===== src/transceiver_defs.svh =====
// Register offsets, field positions and reset values of the bus transceiver
`ifndef TRANSCEIVER_DEFS_SVH
`define TRANSCEIVER_DEFS_SVH

// Byte offsets on the register bus
`define CTRL_OFFSET 8'h00
`define STATUS_OFFSET 8'h04
`define LOG_OFFSET 8'h08
`define PINS_OFFSET 8'h0c

// Control register fields
`define CTRL_LOG_ENABLE_BIT 0
`define CTRL_FORCE_ISOLATE_BIT 1
`define CTRL_RESET_VALUE 2'h0

// Status register fields
`define STATUS_A_STORE_LSB 0
`define STATUS_B_STORE_LSB 8
`define STATUS_EMPTY_BIT 16
`define STATUS_FULL_BIT 17
`define STATUS_OVERFLOW_BIT 18

// Capture log entry fields
`define LOG_A_DATA_LSB 0
`define LOG_B_DATA_LSB 8
`define LOG_A_CAPTURED_BIT 16
`define LOG_B_CAPTURED_BIT 17
`define LOG_VALID_BIT 31

// Pin level register fields
`define PINS_A_TO_B_SELECT_BIT 0
`define PINS_B_TO_A_SELECT_BIT 1
`define PINS_B_DRIVE_BIT 2
`define PINS_A_DRIVE_N_BIT 3
`define PINS_A_OE_BIT 4
`define PINS_B_OE_BIT 5

// Bus responses
`define RESP_OKAY 2'h0
`define RESP_SLVERR 2'h2

`endif


===== src/transceiver_pkg.sv =====
// Types shared by the bus transceiver modules
package transceiver_pkg;
  typedef enum logic [1:0] {
    WR_COLLECT = 2'b00,
    WR_APPLY = 2'b01,
    WR_RESP = 2'b10
  } write_state_e;

  typedef enum logic [0:0] {
    RD_ADDR = 1'b0,
    RD_DATA = 1'b1
  } read_state_e;

  // One log entry: both bus bytes sampled at the edge and which of them were captured
  typedef struct packed {
    logic b_captured;
    logic a_captured;
    logic [7:0] b_data;
    logic [7:0] a_data;
  } log_entry_s;
endpackage


===== src/capture_stream_if.sv =====
// Valid/ready stream carrying capture log entries between modules
interface capture_stream_if #(parameter int WIDTH = 18) ();
  logic valid;
  logic ready;
  logic [WIDTH-1:0] data;
  modport source(output valid, output data, input ready);
  modport sink(input valid, input data, output ready);
endinterface


===== src/port_store.sv =====
// Edge-triggered storage register for one bus side
module port_store #(
  parameter int WIDTH = 8
) (
  input wire logic aclk,
  input wire logic aresetn,
  input wire logic [WIDTH-1:0] bus_in,
  input wire logic store_clock,
  output logic [WIDTH-1:0] stored,
  output logic captured
);
  logic clock_prev;

  // Previous clock level; high in reset so no edge is seen at release
  always_ff @(posedge aclk) begin
    if (!aresetn) begin
      clock_prev <= 1'b1;
    end else begin
      clock_prev <= store_clock;
    end
  end

  assign captured = store_clock & ~clock_prev;

  // Capture on every rising edge, never gated, never reset
  always_ff @(posedge aclk) begin
    if (captured) begin
      stored <= bus_in;
    end
  end
endmodule


===== src/capture_fifo.sv =====
// Capture log FIFO with valid and ready on both sides
module capture_fifo #(
  parameter int WIDTH = 18,
  parameter int DEPTH = 32
) (
  input wire logic aclk,
  input wire logic aresetn,
  capture_stream_if.sink fill,
  capture_stream_if.source drain
);
  localparam int AW = $clog2(DEPTH);

  logic [WIDTH-1:0] mem [DEPTH];
  logic [AW:0] wr_ptr;
  logic [AW:0] rd_ptr;
  logic full;
  logic empty;

  // Wrap bit differs and index equal means full
  assign full = (wr_ptr[AW] != rd_ptr[AW]) && (wr_ptr[AW-1:0] == rd_ptr[AW-1:0]);
  assign empty = (wr_ptr == rd_ptr);
  assign fill.ready = !full;
  assign drain.valid = !empty;
  assign drain.data = mem[rd_ptr[AW-1:0]];

  // Storage array
  always_ff @(posedge aclk) begin
    if (fill.valid && !full) begin
      mem[wr_ptr[AW-1:0]] <= fill.data;
    end
  end

  // Pointers
  always_ff @(posedge aclk) begin
    if (!aresetn) begin
      wr_ptr <= '0;
      rd_ptr <= '0;
    end else begin
      if (fill.valid && !full) begin
        wr_ptr <= wr_ptr + 1'b1;
      end
      if (drain.ready && !empty) begin
        rd_ptr <= rd_ptr + 1'b1;
      end
    end
  end
endmodule


===== src/registered_bus_transceiver.sv =====
// Registered octal bus transceiver with capture log and register slave
// Behaviour
// - Two 8-bit two-way ports, A and B
// - Separate clocks load A and B registers
// - Every rising clock edge captures bus pins
// - High enable drives B, low enable drives A
// - Select picks stored or live data
// - Both ports input when neither drives
// - Driven data keeps source polarity
// - Select low live, select high stored
// - Both selects high swap stored bytes
// - Driven B loops A into both registers
//
// Local design decisions: the AXI4-Lite slave port and the address map.
`include "transceiver_defs.svh"

module registered_bus_transceiver
  import transceiver_pkg::*;
#(
  parameter int BUS_WIDTH = 8,
  parameter int ADDR_WIDTH = 8,
  parameter int LOG_DEPTH = 32
) (
  input wire logic aclk,
  input wire logic aresetn,
  input wire logic [ADDR_WIDTH-1:0] awaddr,
  input wire logic [2:0] awprot,
  input wire logic awvalid,
  output logic awready,
  input wire logic [31:0] wdata,
  input wire logic [3:0] wstrb,
  input wire logic wvalid,
  output logic wready,
  output logic [1:0] bresp,
  output logic bvalid,
  input wire logic bready,
  input wire logic [ADDR_WIDTH-1:0] araddr,
  input wire logic [2:0] arprot,
  input wire logic arvalid,
  output logic arready,
  output logic [31:0] rdata,
  output logic [1:0] rresp,
  output logic rvalid,
  input wire logic rready,
  input wire logic a_to_b_clock,
  input wire logic b_to_a_clock,
  input wire logic a_to_b_source_select,
  input wire logic b_to_a_source_select,
  input wire logic b_port_drive_enable,
  input wire logic a_port_drive_enable_n,
  input wire logic [BUS_WIDTH-1:0] a_in,
  output logic [BUS_WIDTH-1:0] a_out,
  output logic a_oe,
  input wire logic [BUS_WIDTH-1:0] b_in,
  output logic [BUS_WIDTH-1:0] b_out,
  output logic b_oe,
  output logic capture_log_ready
);
  localparam int LOG_WIDTH = $bits(log_entry_s);
  localparam logic [1:0] CTRL_INIT = `CTRL_RESET_VALUE;

  // Side 0 is A, side 1 is B
  logic [BUS_WIDTH-1:0] side_bus [2];
  logic side_clock [2];
  logic [BUS_WIDTH-1:0] side_stored [2];
  logic side_captured [2];

  // Control and status state
  logic log_enable;
  logic force_isolate;
  logic overflow;
  logic overflow_clear;

  // Write channel state
  write_state_e wr_state;
  logic aw_held;
  logic w_held;
  logic [ADDR_WIDTH-1:0] wr_addr;
  logic [31:0] wr_data;
  logic [3:0] wr_strb;
  logic aw_take;
  logic w_take;
  logic wr_apply;

  // Read channel state
  read_state_e rd_state;
  logic ar_take;
  logic [31:0] next_rdata;
  logic [1:0] next_rresp;

  // Output path next values
  logic [BUS_WIDTH-1:0] next_a_out;
  logic [BUS_WIDTH-1:0] next_b_out;
  logic next_a_oe;
  logic next_b_oe;

  log_entry_s push_entry;
  log_entry_s head_entry;

  capture_stream_if #(.WIDTH(LOG_WIDTH)) log_in ();
  capture_stream_if #(.WIDTH(LOG_WIDTH)) log_out ();

  // True when an address falls in the word of a given offset
  function automatic logic addr_hits(input logic [ADDR_WIDTH-1:0] addr,
                                     input logic [7:0] offset);
    logic [ADDR_WIDTH-1:0] wide;
    wide = ADDR_WIDTH'(offset);
    return addr[ADDR_WIDTH-1:2] == wide[ADDR_WIDTH-1:2];
  endfunction

  // True when an address names any register of the block
  function automatic logic addr_mapped(input logic [ADDR_WIDTH-1:0] addr);
    return addr_hits(addr, `CTRL_OFFSET) || addr_hits(addr, `STATUS_OFFSET) ||
           addr_hits(addr, `LOG_OFFSET) || addr_hits(addr, `PINS_OFFSET);
  endfunction

  // Pins feed the two storage registers
  assign side_bus[0] = a_in;
  assign side_bus[1] = b_in;
  assign side_clock[0] = a_to_b_clock;
  assign side_clock[1] = b_to_a_clock;

  // One storage register per side, each on its own clock pin
  generate
    for (genvar g = 0; g < 2; g++) begin : g_store
      port_store #(.WIDTH(BUS_WIDTH)) u_store (
        .aclk(aclk),
        .aresetn(aresetn),
        .bus_in(side_bus[g]),
        .store_clock(side_clock[g]),
        .stored(side_stored[g]),
        .captured(side_captured[g])
      );
    end
  endgenerate

  // Source selection: live opposite bus or stored byte, never inverted
  always_comb begin
    next_b_out = a_to_b_source_select ? side_stored[0] : a_in;
    next_a_out = b_to_a_source_select ? side_stored[1] : b_in;
  end

  // Direction from the two enables; software may force isolation
  always_comb begin
    next_b_oe = b_port_drive_enable && !force_isolate;
    next_a_oe = !a_port_drive_enable_n && !force_isolate;
  end

  // Port data registers; both drive at once when both enabled
  always_ff @(posedge aclk) begin
    if (!aresetn) begin
      a_out <= '0;
      b_out <= '0;
    end else begin
      a_out <= next_a_out;
      b_out <= next_b_out;
    end
  end

  // Port enable registers
  always_ff @(posedge aclk) begin
    if (!aresetn) begin
      a_oe <= 1'b0;
      b_oe <= 1'b0;
    end else begin
      a_oe <= next_a_oe;
      b_oe <= next_b_oe;
    end
  end

  // Log every capture edge while logging is enabled and the log is not full, both sides in one entry
  always_comb begin
    push_entry.a_data = side_bus[0];
    push_entry.b_data = side_bus[1];
    push_entry.a_captured = side_captured[0];
    push_entry.b_captured = side_captured[1];
  end

  assign log_in.valid = log_enable && (side_captured[0] || side_captured[1]);
  assign log_in.data = push_entry;

  capture_fifo #(.WIDTH(LOG_WIDTH), .DEPTH(LOG_DEPTH)) u_log (
    .aclk(aclk),
    .aresetn(aresetn),
    .fill(log_in.sink),
    .drain(log_out.source)
  );

  assign head_entry = log_out.data;
  // Reading the log register pops one entry
  assign log_out.ready = ar_take && addr_hits(araddr, `LOG_OFFSET);

  // Registered copy of the log's ready for the outside
  always_ff @(posedge aclk) begin
    if (!aresetn) begin
      capture_log_ready <= 1'b0;
    end else begin
      capture_log_ready <= log_in.ready;
    end
  end

  // Sticky overflow: a lost entry wins over a clear in the same cycle
  always_ff @(posedge aclk) begin
    if (!aresetn) begin
      overflow <= 1'b0;
    end else if (log_in.valid && !log_in.ready) begin
      overflow <= 1'b1;
    end else if (overflow_clear) begin
      overflow <= 1'b0;
    end
  end

  assign aw_take = awvalid && awready;
  assign w_take = wvalid && wready;
  assign wr_apply = (wr_state == WR_APPLY);
  assign overflow_clear = wr_apply && addr_hits(wr_addr, `STATUS_OFFSET) &&
                          wr_strb[2] && wr_data[`STATUS_OVERFLOW_BIT];

  // Write channel: collect address and data in any order, then answer
  always_ff @(posedge aclk) begin
    if (!aresetn) begin
      wr_state <= WR_COLLECT;
      awready <= 1'b0;
      wready <= 1'b0;
      bvalid <= 1'b0;
      bresp <= `RESP_OKAY;
      aw_held <= 1'b0;
      w_held <= 1'b0;
      wr_addr <= '0;
      wr_data <= '0;
      wr_strb <= '0;
    end else begin
      case (wr_state)
        WR_COLLECT: begin
          if (aw_take) begin
            wr_addr <= awaddr;
            aw_held <= 1'b1;
          end
          if (w_take) begin
            wr_data <= wdata;
            wr_strb <= wstrb;
            w_held <= 1'b1;
          end
          if ((aw_held || aw_take) && (w_held || w_take)) begin
            awready <= 1'b0;
            wready <= 1'b0;
            wr_state <= WR_APPLY;
          end else begin
            awready <= !(aw_held || aw_take);
            wready <= !(w_held || w_take);
          end
        end
        WR_APPLY: begin
          bvalid <= 1'b1;
          bresp <= addr_mapped(wr_addr) ? `RESP_OKAY : `RESP_SLVERR;
          wr_state <= WR_RESP;
        end
        WR_RESP: begin
          if (bready) begin
            bvalid <= 1'b0;
            aw_held <= 1'b0;
            w_held <= 1'b0;
            awready <= 1'b1;
            wready <= 1'b1;
            wr_state <= WR_COLLECT;
          end
        end
        default: begin
          wr_state <= WR_COLLECT;
        end
      endcase
    end
  end

  // Control register, low byte lane only
  always_ff @(posedge aclk) begin
    if (!aresetn) begin
      log_enable <= CTRL_INIT[`CTRL_LOG_ENABLE_BIT];
      force_isolate <= CTRL_INIT[`CTRL_FORCE_ISOLATE_BIT];
    end else if (wr_apply && addr_hits(wr_addr, `CTRL_OFFSET) && wr_strb[0]) begin
      log_enable <= wr_data[`CTRL_LOG_ENABLE_BIT];
      force_isolate <= wr_data[`CTRL_FORCE_ISOLATE_BIT];
    end
  end

  // Read data for the address on the read channel
  always_comb begin
    next_rdata = 32'h0;
    next_rresp = `RESP_OKAY;
    if (addr_hits(araddr, `CTRL_OFFSET)) begin
      next_rdata[`CTRL_LOG_ENABLE_BIT] = log_enable;
      next_rdata[`CTRL_FORCE_ISOLATE_BIT] = force_isolate;
    end else if (addr_hits(araddr, `STATUS_OFFSET)) begin
      next_rdata[`STATUS_A_STORE_LSB +: 8] = side_stored[0];
      next_rdata[`STATUS_B_STORE_LSB +: 8] = side_stored[1];
      next_rdata[`STATUS_EMPTY_BIT] = !log_out.valid;
      next_rdata[`STATUS_FULL_BIT] = !log_in.ready;
      next_rdata[`STATUS_OVERFLOW_BIT] = overflow;
    end else if (addr_hits(araddr, `LOG_OFFSET)) begin
      if (log_out.valid) begin
        next_rdata[`LOG_A_DATA_LSB +: 8] = head_entry.a_data;
        next_rdata[`LOG_B_DATA_LSB +: 8] = head_entry.b_data;
        next_rdata[`LOG_A_CAPTURED_BIT] = head_entry.a_captured;
        next_rdata[`LOG_B_CAPTURED_BIT] = head_entry.b_captured;
        next_rdata[`LOG_VALID_BIT] = 1'b1;
      end
    end else if (addr_hits(araddr, `PINS_OFFSET)) begin
      next_rdata[`PINS_A_TO_B_SELECT_BIT] = a_to_b_source_select;
      next_rdata[`PINS_B_TO_A_SELECT_BIT] = b_to_a_source_select;
      next_rdata[`PINS_B_DRIVE_BIT] = b_port_drive_enable;
      next_rdata[`PINS_A_DRIVE_N_BIT] = a_port_drive_enable_n;
      next_rdata[`PINS_A_OE_BIT] = a_oe;
      next_rdata[`PINS_B_OE_BIT] = b_oe;
    end else begin
      next_rresp = `RESP_SLVERR;
    end
  end

  assign ar_take = arvalid && arready;

  // Read channel: one cycle from address to data
  always_ff @(posedge aclk) begin
    if (!aresetn) begin
      rd_state <= RD_ADDR;
      arready <= 1'b0;
      rvalid <= 1'b0;
      rdata <= 32'h0;
      rresp <= `RESP_OKAY;
    end else begin
      case (rd_state)
        RD_ADDR: begin
          if (ar_take) begin
            arready <= 1'b0;
            rvalid <= 1'b1;
            rdata <= next_rdata;
            rresp <= next_rresp;
            rd_state <= RD_DATA;
          end else begin
            arready <= 1'b1;
          end
        end
        RD_DATA: begin
          if (rready) begin
            rvalid <= 1'b0;
            arready <= 1'b1;
            rd_state <= RD_ADDR;
          end
        end
        default: begin
          rd_state <= RD_ADDR;
        end
      endcase
    end
  end
endmodule


===== config.mk =====
export PLATFORM = sky130hd
export DESIGN_NAME = registered_bus_transceiver
export DESIGN_NICKNAME = d
export VERILOG_FILES = /design/src/transceiver_pkg.sv /design/src/capture_stream_if.sv /design/src/port_store.sv /design/src/capture_fifo.sv /design/src/registered_bus_transceiver.sv
export VERILOG_INCLUDE_DIRS = /design/src
export SDC_FILE = /design/constraint.sdc
export NUM_CORES = 1
export LEC_CHECK = 0
export BUFFER_PORTS_ARGS = -buffer_cell sky130_fd_sc_hd__buf_2
export CAP_MARGIN = 5
export CORE_UTILIZATION = 30
export CTS_CLUSTER_SIZE = 16
export DETAILED_ROUTE_END_ITERATION = 16
export PLACE_DENSITY = 0.56
export SLEW_MARGIN = 20
export SYNTH_ARGS = -nofsm -noshare
export SYNTH_HDL_FRONTEND = slang
export SYNTH_SLANG_ARGS = --single-unit
export TNS_END_PERCENT = 1

===== constraint.sdc =====
create_clock -name aclk -period 12.8 [get_ports aclk]
set_clock_uncertainty 0.1 [all_clocks]
set_input_delay 2.56 -clock aclk [delete_from_list [all_inputs] [get_ports aclk]]
set_output_delay 2.56 -clock aclk [all_outputs]
set_load 0.005 [all_outputs]

Yosys cells after proc, flatten, opt, wreduce, memory -nomap -nowiden:

Memories as Yosys holds them, arrays and structs flattened. A register that Yosys moved wholly into a read port is not among the register bits.
Cells that the tools add are included.

* bits of input ports: 87
* register bits: 116
* memory bits (writable): 576
* memories kept: 1

Memories
* u_log.mem: depth 32, width 18, rd ports 1, clocked after memory_dff 1, wr ports 1, line capture_fifo.sv:13 `logic [WIDTH-1:0] mem [DEPTH];`

* reductions and logical operators: 44
* muxes and demuxes: 48
* equality and inequality tests: 17
* add/subtract/negate cells: 2
* bitwise operators: 5

Operators with widths (number)
* 18-bit 2-to-1 mux: 2
* 6-bit by 2-bit equality test with 1-bit output, second input constant: 4
* 1-bit 2-to-1 mux: 21
* 1-bit logical AND: 17
* 17-bit 2-to-1 mux: 1
* 2-bit 2-to-1 mux: 8
* 8-bit 2-to-1 mux: 2
* 1-bit one-hot mux with 2 select lines: 8
* 2-bit AND reduction: 7
* 6-bit by 1-bit adder with 6-bit output, second input constant: 2
* 6-bit by 1-bit equality test with 1-bit output, second input constant: 2
* 6-bit logical NOT: 2
* 12-bit 2-to-1 mux: 1
* 6-bit 2-to-1 mux: 2
* 2-bit inequality test, second input constant: 6
* 5-bit 2-to-1 mux: 2
* 6-bit equality test: 1
* 1-bit logical NOT: 6
* 1-bit logical OR: 6
* 2-bit one-hot mux with 3 select lines: 1
* 3-bit AND reduction: 2
* 2-bit nonzero test: 3
* 5-bit equality test: 1
* 1-bit inverter: 3
* other kinds (5): 6

Depth between registers and ports, before layout:

* word-level depth: 7
* depth in mapped cells: 9
* gate-level depth less buffers: 5

By module:

Synthesis repeated with hierarchy kept, for this count alone.

* cell total of the unflattened synthesis: 1655
* area, all modules: 26633.0 µm²

Modules (own cells, without submodules)
* capture_fifo: instances 1, area an instance 23272.3 µm², cells an instance 1346
* registered_bus_transceiver: instances 1, area an instance 2800.2 µm², cells an instance 287
* port_store: instances 2, area an instance 280.3 µm², cells an instance 11

Worst setup path before layout:

OpenSTA, ideal clock, no wires.

* path kind: input port to flip-flop
* start: input b_to_a_clock
* end: memory u_log.mem[29][0] (enable)
* data required time: 12307 ps
* arrival time: 5678 ps
* stages: 5
* path buffers: 0
* setup slack: 6629 ps
* path through: nor2b_1 -> o21ai_0 -> a21oi_1 -> nand2_1 -> nor2_1

* cells in the longest elaborated chain, start to end: 6

Ends and longest elaborated chain
* start, declared: line registered_bus_transceiver.sv:46 `input wire logic b_to_a_clock,`
* 1-bit AND: line port_store.sv:23 `assign captured = store_clock & ~clock_prev;`
* 1-bit logical OR: line registered_bus_transceiver.sv:179 `assign log_in.valid = log_enable && (side_captured[0] || side_captured[1]);`
* 1-bit logical AND: line registered_bus_transceiver.sv:179
* 1-bit logical AND: line capture_fifo.sv:28 `if (fill.valid && !full) begin`
* 1-bit 2-to-1 mux: line capture_fifo.sv:28
* 1-bit 2-to-1 mux (implied by the code): line capture_fifo.sv:29 `mem[wr_ptr[AW-1:0]] <= fill.data;`
* end, declared: line capture_fifo.sv:13

Every way passes these cells.

Worst setup path after layout:

* start: input a_to_b_clock
* end: memory u_log.mem[10][2] (enable)

* cells in the longest elaborated chain, start to end: 6

Ends and longest elaborated chain
* start, declared: line registered_bus_transceiver.sv:45 `input wire logic a_to_b_clock,`
* 1-bit AND: line port_store.sv:23
* via g_store[0].u_store.captured: line port_store.sv:10 `output logic captured`
* 1-bit logical OR: line registered_bus_transceiver.sv:179
* 1-bit logical AND: line registered_bus_transceiver.sv:179
* 1-bit logical AND: line capture_fifo.sv:28
* 1-bit 2-to-1 mux: line capture_fifo.sv:28
* 1-bit 2-to-1 mux (implied by the code): line capture_fifo.sv:29

The timed path passes the listed nets, and every way through them passes these cells.

==> results.md <==
- Post-synth top area cell: edfxtp_1
- Multi-input combinational cell area: 6410 um^2
- DR WL met2: 30100 um
- PnR worst setup slack: 7340 ps
- Global-route wire length before repair: 91700 um
- Core Util, Final: 0.350
- Num CTS Buffers: 69
- Startpoint Class: primary input
- Vias in the first global route: 13500
- Clock root buffer: clkbuf_16
- Final-report hold violation count: 0
- Synth Register Bits: 676
- Total number of vias: 13300
- Metal3 WL: 3070 um
- Critical path origin: a_to_b_clock
- VDD IR max: 0.0711 mV
- RSZ-0062 raised after global routing: no
- HP Start: u_log.rd_ptr[5]$_SDFFE_PN0P_
- IO Pins: 147
- Bufs on Longest Clock Path: 3
- Status: completed
- Post-DP HPWL: 36600 um
- F_max: 0.183 GHz
- # hold bufs at CTS: 0
- Layout cells sized above 1: 0.277
- Main synth FF type: edfxtp_1
- Fill cell count: 8124
- Leakage: 9.67 nW
- Ys Warns: 0
- Cts repair resizes: 0
- N_diodes: 0
- WS Path Type: in2reg
- Synthesized instance count: 1384
- Drc violations: 0
- Reg power frac: 0.537
- Register area: 19500 um^2
- Power per cell area: 147 nW/um^2
- Die footprint: 88800 um^2
- Setup TNS: 0 ps
- Clock network fraction of total power: 0.444
- Initial Utilization: 0.303
- I/O Buffers: 91
- Post-synth cell types: 64
- Pin count of the biggest net entering global routing: 86
- Final setup viols: 0
- Num Clock Sinks: 676
- Routed Antenna Nets: 0
- Core area: 86800 um^2
- Synthesized cell area: 26300 um^2
- Die X: 298 um
- Fin nets: 1603
- Worst-Skew Late Latency: 620 ps
- Area contributors post-synth: edfxtp_1 68%, mux4_2 13%, dfxtp_1 6.4%, mux2i_1 1.6%, nand2_1 1.6%
- H-tree depth reported by CTS: 3
- Share of async-settable or async-resettable flops after synthesis: 0
- Site row count: 108
- Path type of the worst min-delay path: reg2reg
- Initial antenna violation count: 0
- Routed met1 length: 27700 um
- Arrival time worst endpoint: 5570 ps
- P&R area growth vs syn: 15.7%
- Worst Tran Pin Value: 1040 ps
- Via density: 4.88
- Gpl congestion: 0.753
- Number of synthesized flops with an enable pin: 592
- Worst slack, placed: 6710 ps
- Relative slew margins: 0.307
- Synth top area share: 0.677
- Switching share of power: 0.199
- Die Y: 298 um
- Tcrit/Tclk final: 0.427
- TritonRoute pass-1 iters: 7
- Drt initial violations: 1124
- Post-CTS setup buffer count: 0
- Clock transition at path regs: 60 ps
- P_int: 3.59 mW
- GRT Overall Usage: 0.142
- Uppermost layer routed: met4
- GRT overflow: 0
- Psw: 0.891 mW
- Max cap viols: 0
- Final wirelength: 62500 um
- Fin. max-slew vios: 0
- Register area share after synthesis: 0.741
- Routed WL per cell: 23.0 um
- Type of element capturing the critical path: flip-flop
- CTS tree: built
- CP required: 12910 ps
- Combinational power share: 0.018
- Avg Cell Area, Syn: 19.0 um^2
- Worst-path fanout max: 41
- Tmin final: 5460 ps
cells by family after synthesis:
| group | synth area share |
|---|---|
| AO/OA/AOI/OAI | 0.0333 |
| XOR/XNOR | 0.00367 |
| adder cells (fa/ha/maj) | 0.00238 |
| buffers and inverters | 0.0225 |
| flip-flops | 0.741 |
| multiplexers | 0.148 |
| other | 0.000143 |
| AND/OR/NAND/NOR | 0.0494 |
final timing paths:
kind                                        to  slack [ps]  depth (start not counted)
setup / recovery    u_log.mem[10][2]$_DFFE_PP_        7340                          7
hold / removal    u_log.rd_ptr[5]$_SDFFE_PN0P_         400                          2
setup reg to reg        rdata[12]$_SDFFE_PN0P_        8840                          7
hold reg to reg   u_log.rd_ptr[5]$_SDFFE_PN0P_         400                          2
routing by layer:
layer | vias up | track usage
li1 | 5763 | -
met2 | 380 | 0.227
met5 | - | 0
met1 | 7042 | 0.195
met3 | 91 | 0.0249
met4 | 0 | 0.0454
registers in the layout, summed over array words and instances, names as in the netlist, 2 cells and up, named ones only:
name / count
u_log.wr_ptr: 6
wr_addr: 6
u_log.rd_ptr: 6
rdata: 20
wr_state: 2
u_log.mem: 576
a_out: 8
g_store.u_store.clock_prev: 2
g_store.u_store.stored: 16
wr_strb: 2
b_out: 8
wr_data: 3
stage by stage:
stage	instance area, um^2	total power, mW	hold WS, ps	std cells
3_5_place_dp	28100	2.54	379	2595
4_1_cts	30400	4.53	393	2719
3_3_place_gp	28100	2.53	374	2595
6_report	30400	4.48	397	2719
2_1_floorplan	26300	2.49	330	1397
5_1_grt	30400	4.62	429	2719
layout by cell type (no fill, tap or decap), types with 4 or more instances in the layout:
cell	n
a21boi_0	5
a21oi_1	30
a221o_1	4
a22o_1	12
a22oi_1	15
and2_1	13
buf_2	91
buf_4	40
clkbuf_1	13
clkbuf_16	74
clkbuf_8	8
clkinv_1	16
clkinv_2	8
conb_1	14
dfxtp_1	81
edfxtp_1	592
ha_1	5
inv_1	8
mux2_2	5
mux2i_1	43
mux4_2	151
nand2_1	109
nand2b_1	10
nand3_1	20
nand3b_1	7
nor2_1	8
nor2_2	26
nor2_4	6
nor2b_1	39
nor3_1	4
nor3b_1	4
nor4_1	4
o211a_1	4
o21ai_0	10
o221ai_1	10
o31ai_1	4
xor2_1	8
worst max-delay path: stages:
cell	delay, ps
buf_2	80
nor2b_4	830
o21ai_0	160
buf_4	210
a21oi_1	380
nand2_1	450
nor2_4	890
power by group through the flow:
stage	clock [mW]	combinational (mW)	sequential, mW
final	1.99	0.0816	2.41
after global routing	2.12	0.0891	2.41
after CTS	2.04	0.0833	2.41
after detailed placement	0	0.0830	2.46
after global placement	0	0.0796	2.46
after floorplan	0	0.0315	2.46
area by class of cell:
| type | instances | share of cell area |
|---|---|---|
| clock buffers | 97 | 0.0665 |
| flip-flops and latches | 676 | 0.641 |
| clock inverters | 27 | 0.00774 |
| repair buffers | 131 | 0.0249 |
| inverters | 17 | 0.00210 |
| well taps | 1155 | 0.0475 |
| multi-input cells | 616 | 0.211 |
Yosys cell counts (5+ instances only):
master    number
dfxtp_1       84
xor2_1         8
nor2_1        40
edfxtp_1     592
buf_2         17
a21oi_1       30
clkinv_1       9
o21ai_0       10
mux4_2       151
nand3_1       20
a21boi_0       5
clkbuf_1      38
buf_4         21
inv_1          8
mux2_2         5
mux2i_1       43
nand2_1      109
ha_1           5
a22o_1        12
nand3b_1       7
nand2b_1      10
o221ai_1      10
buf_6          5
a22oi_1       15
nor2b_1       41
and2_1        13
No activity file was read; power rests on OpenSTA's default activity.
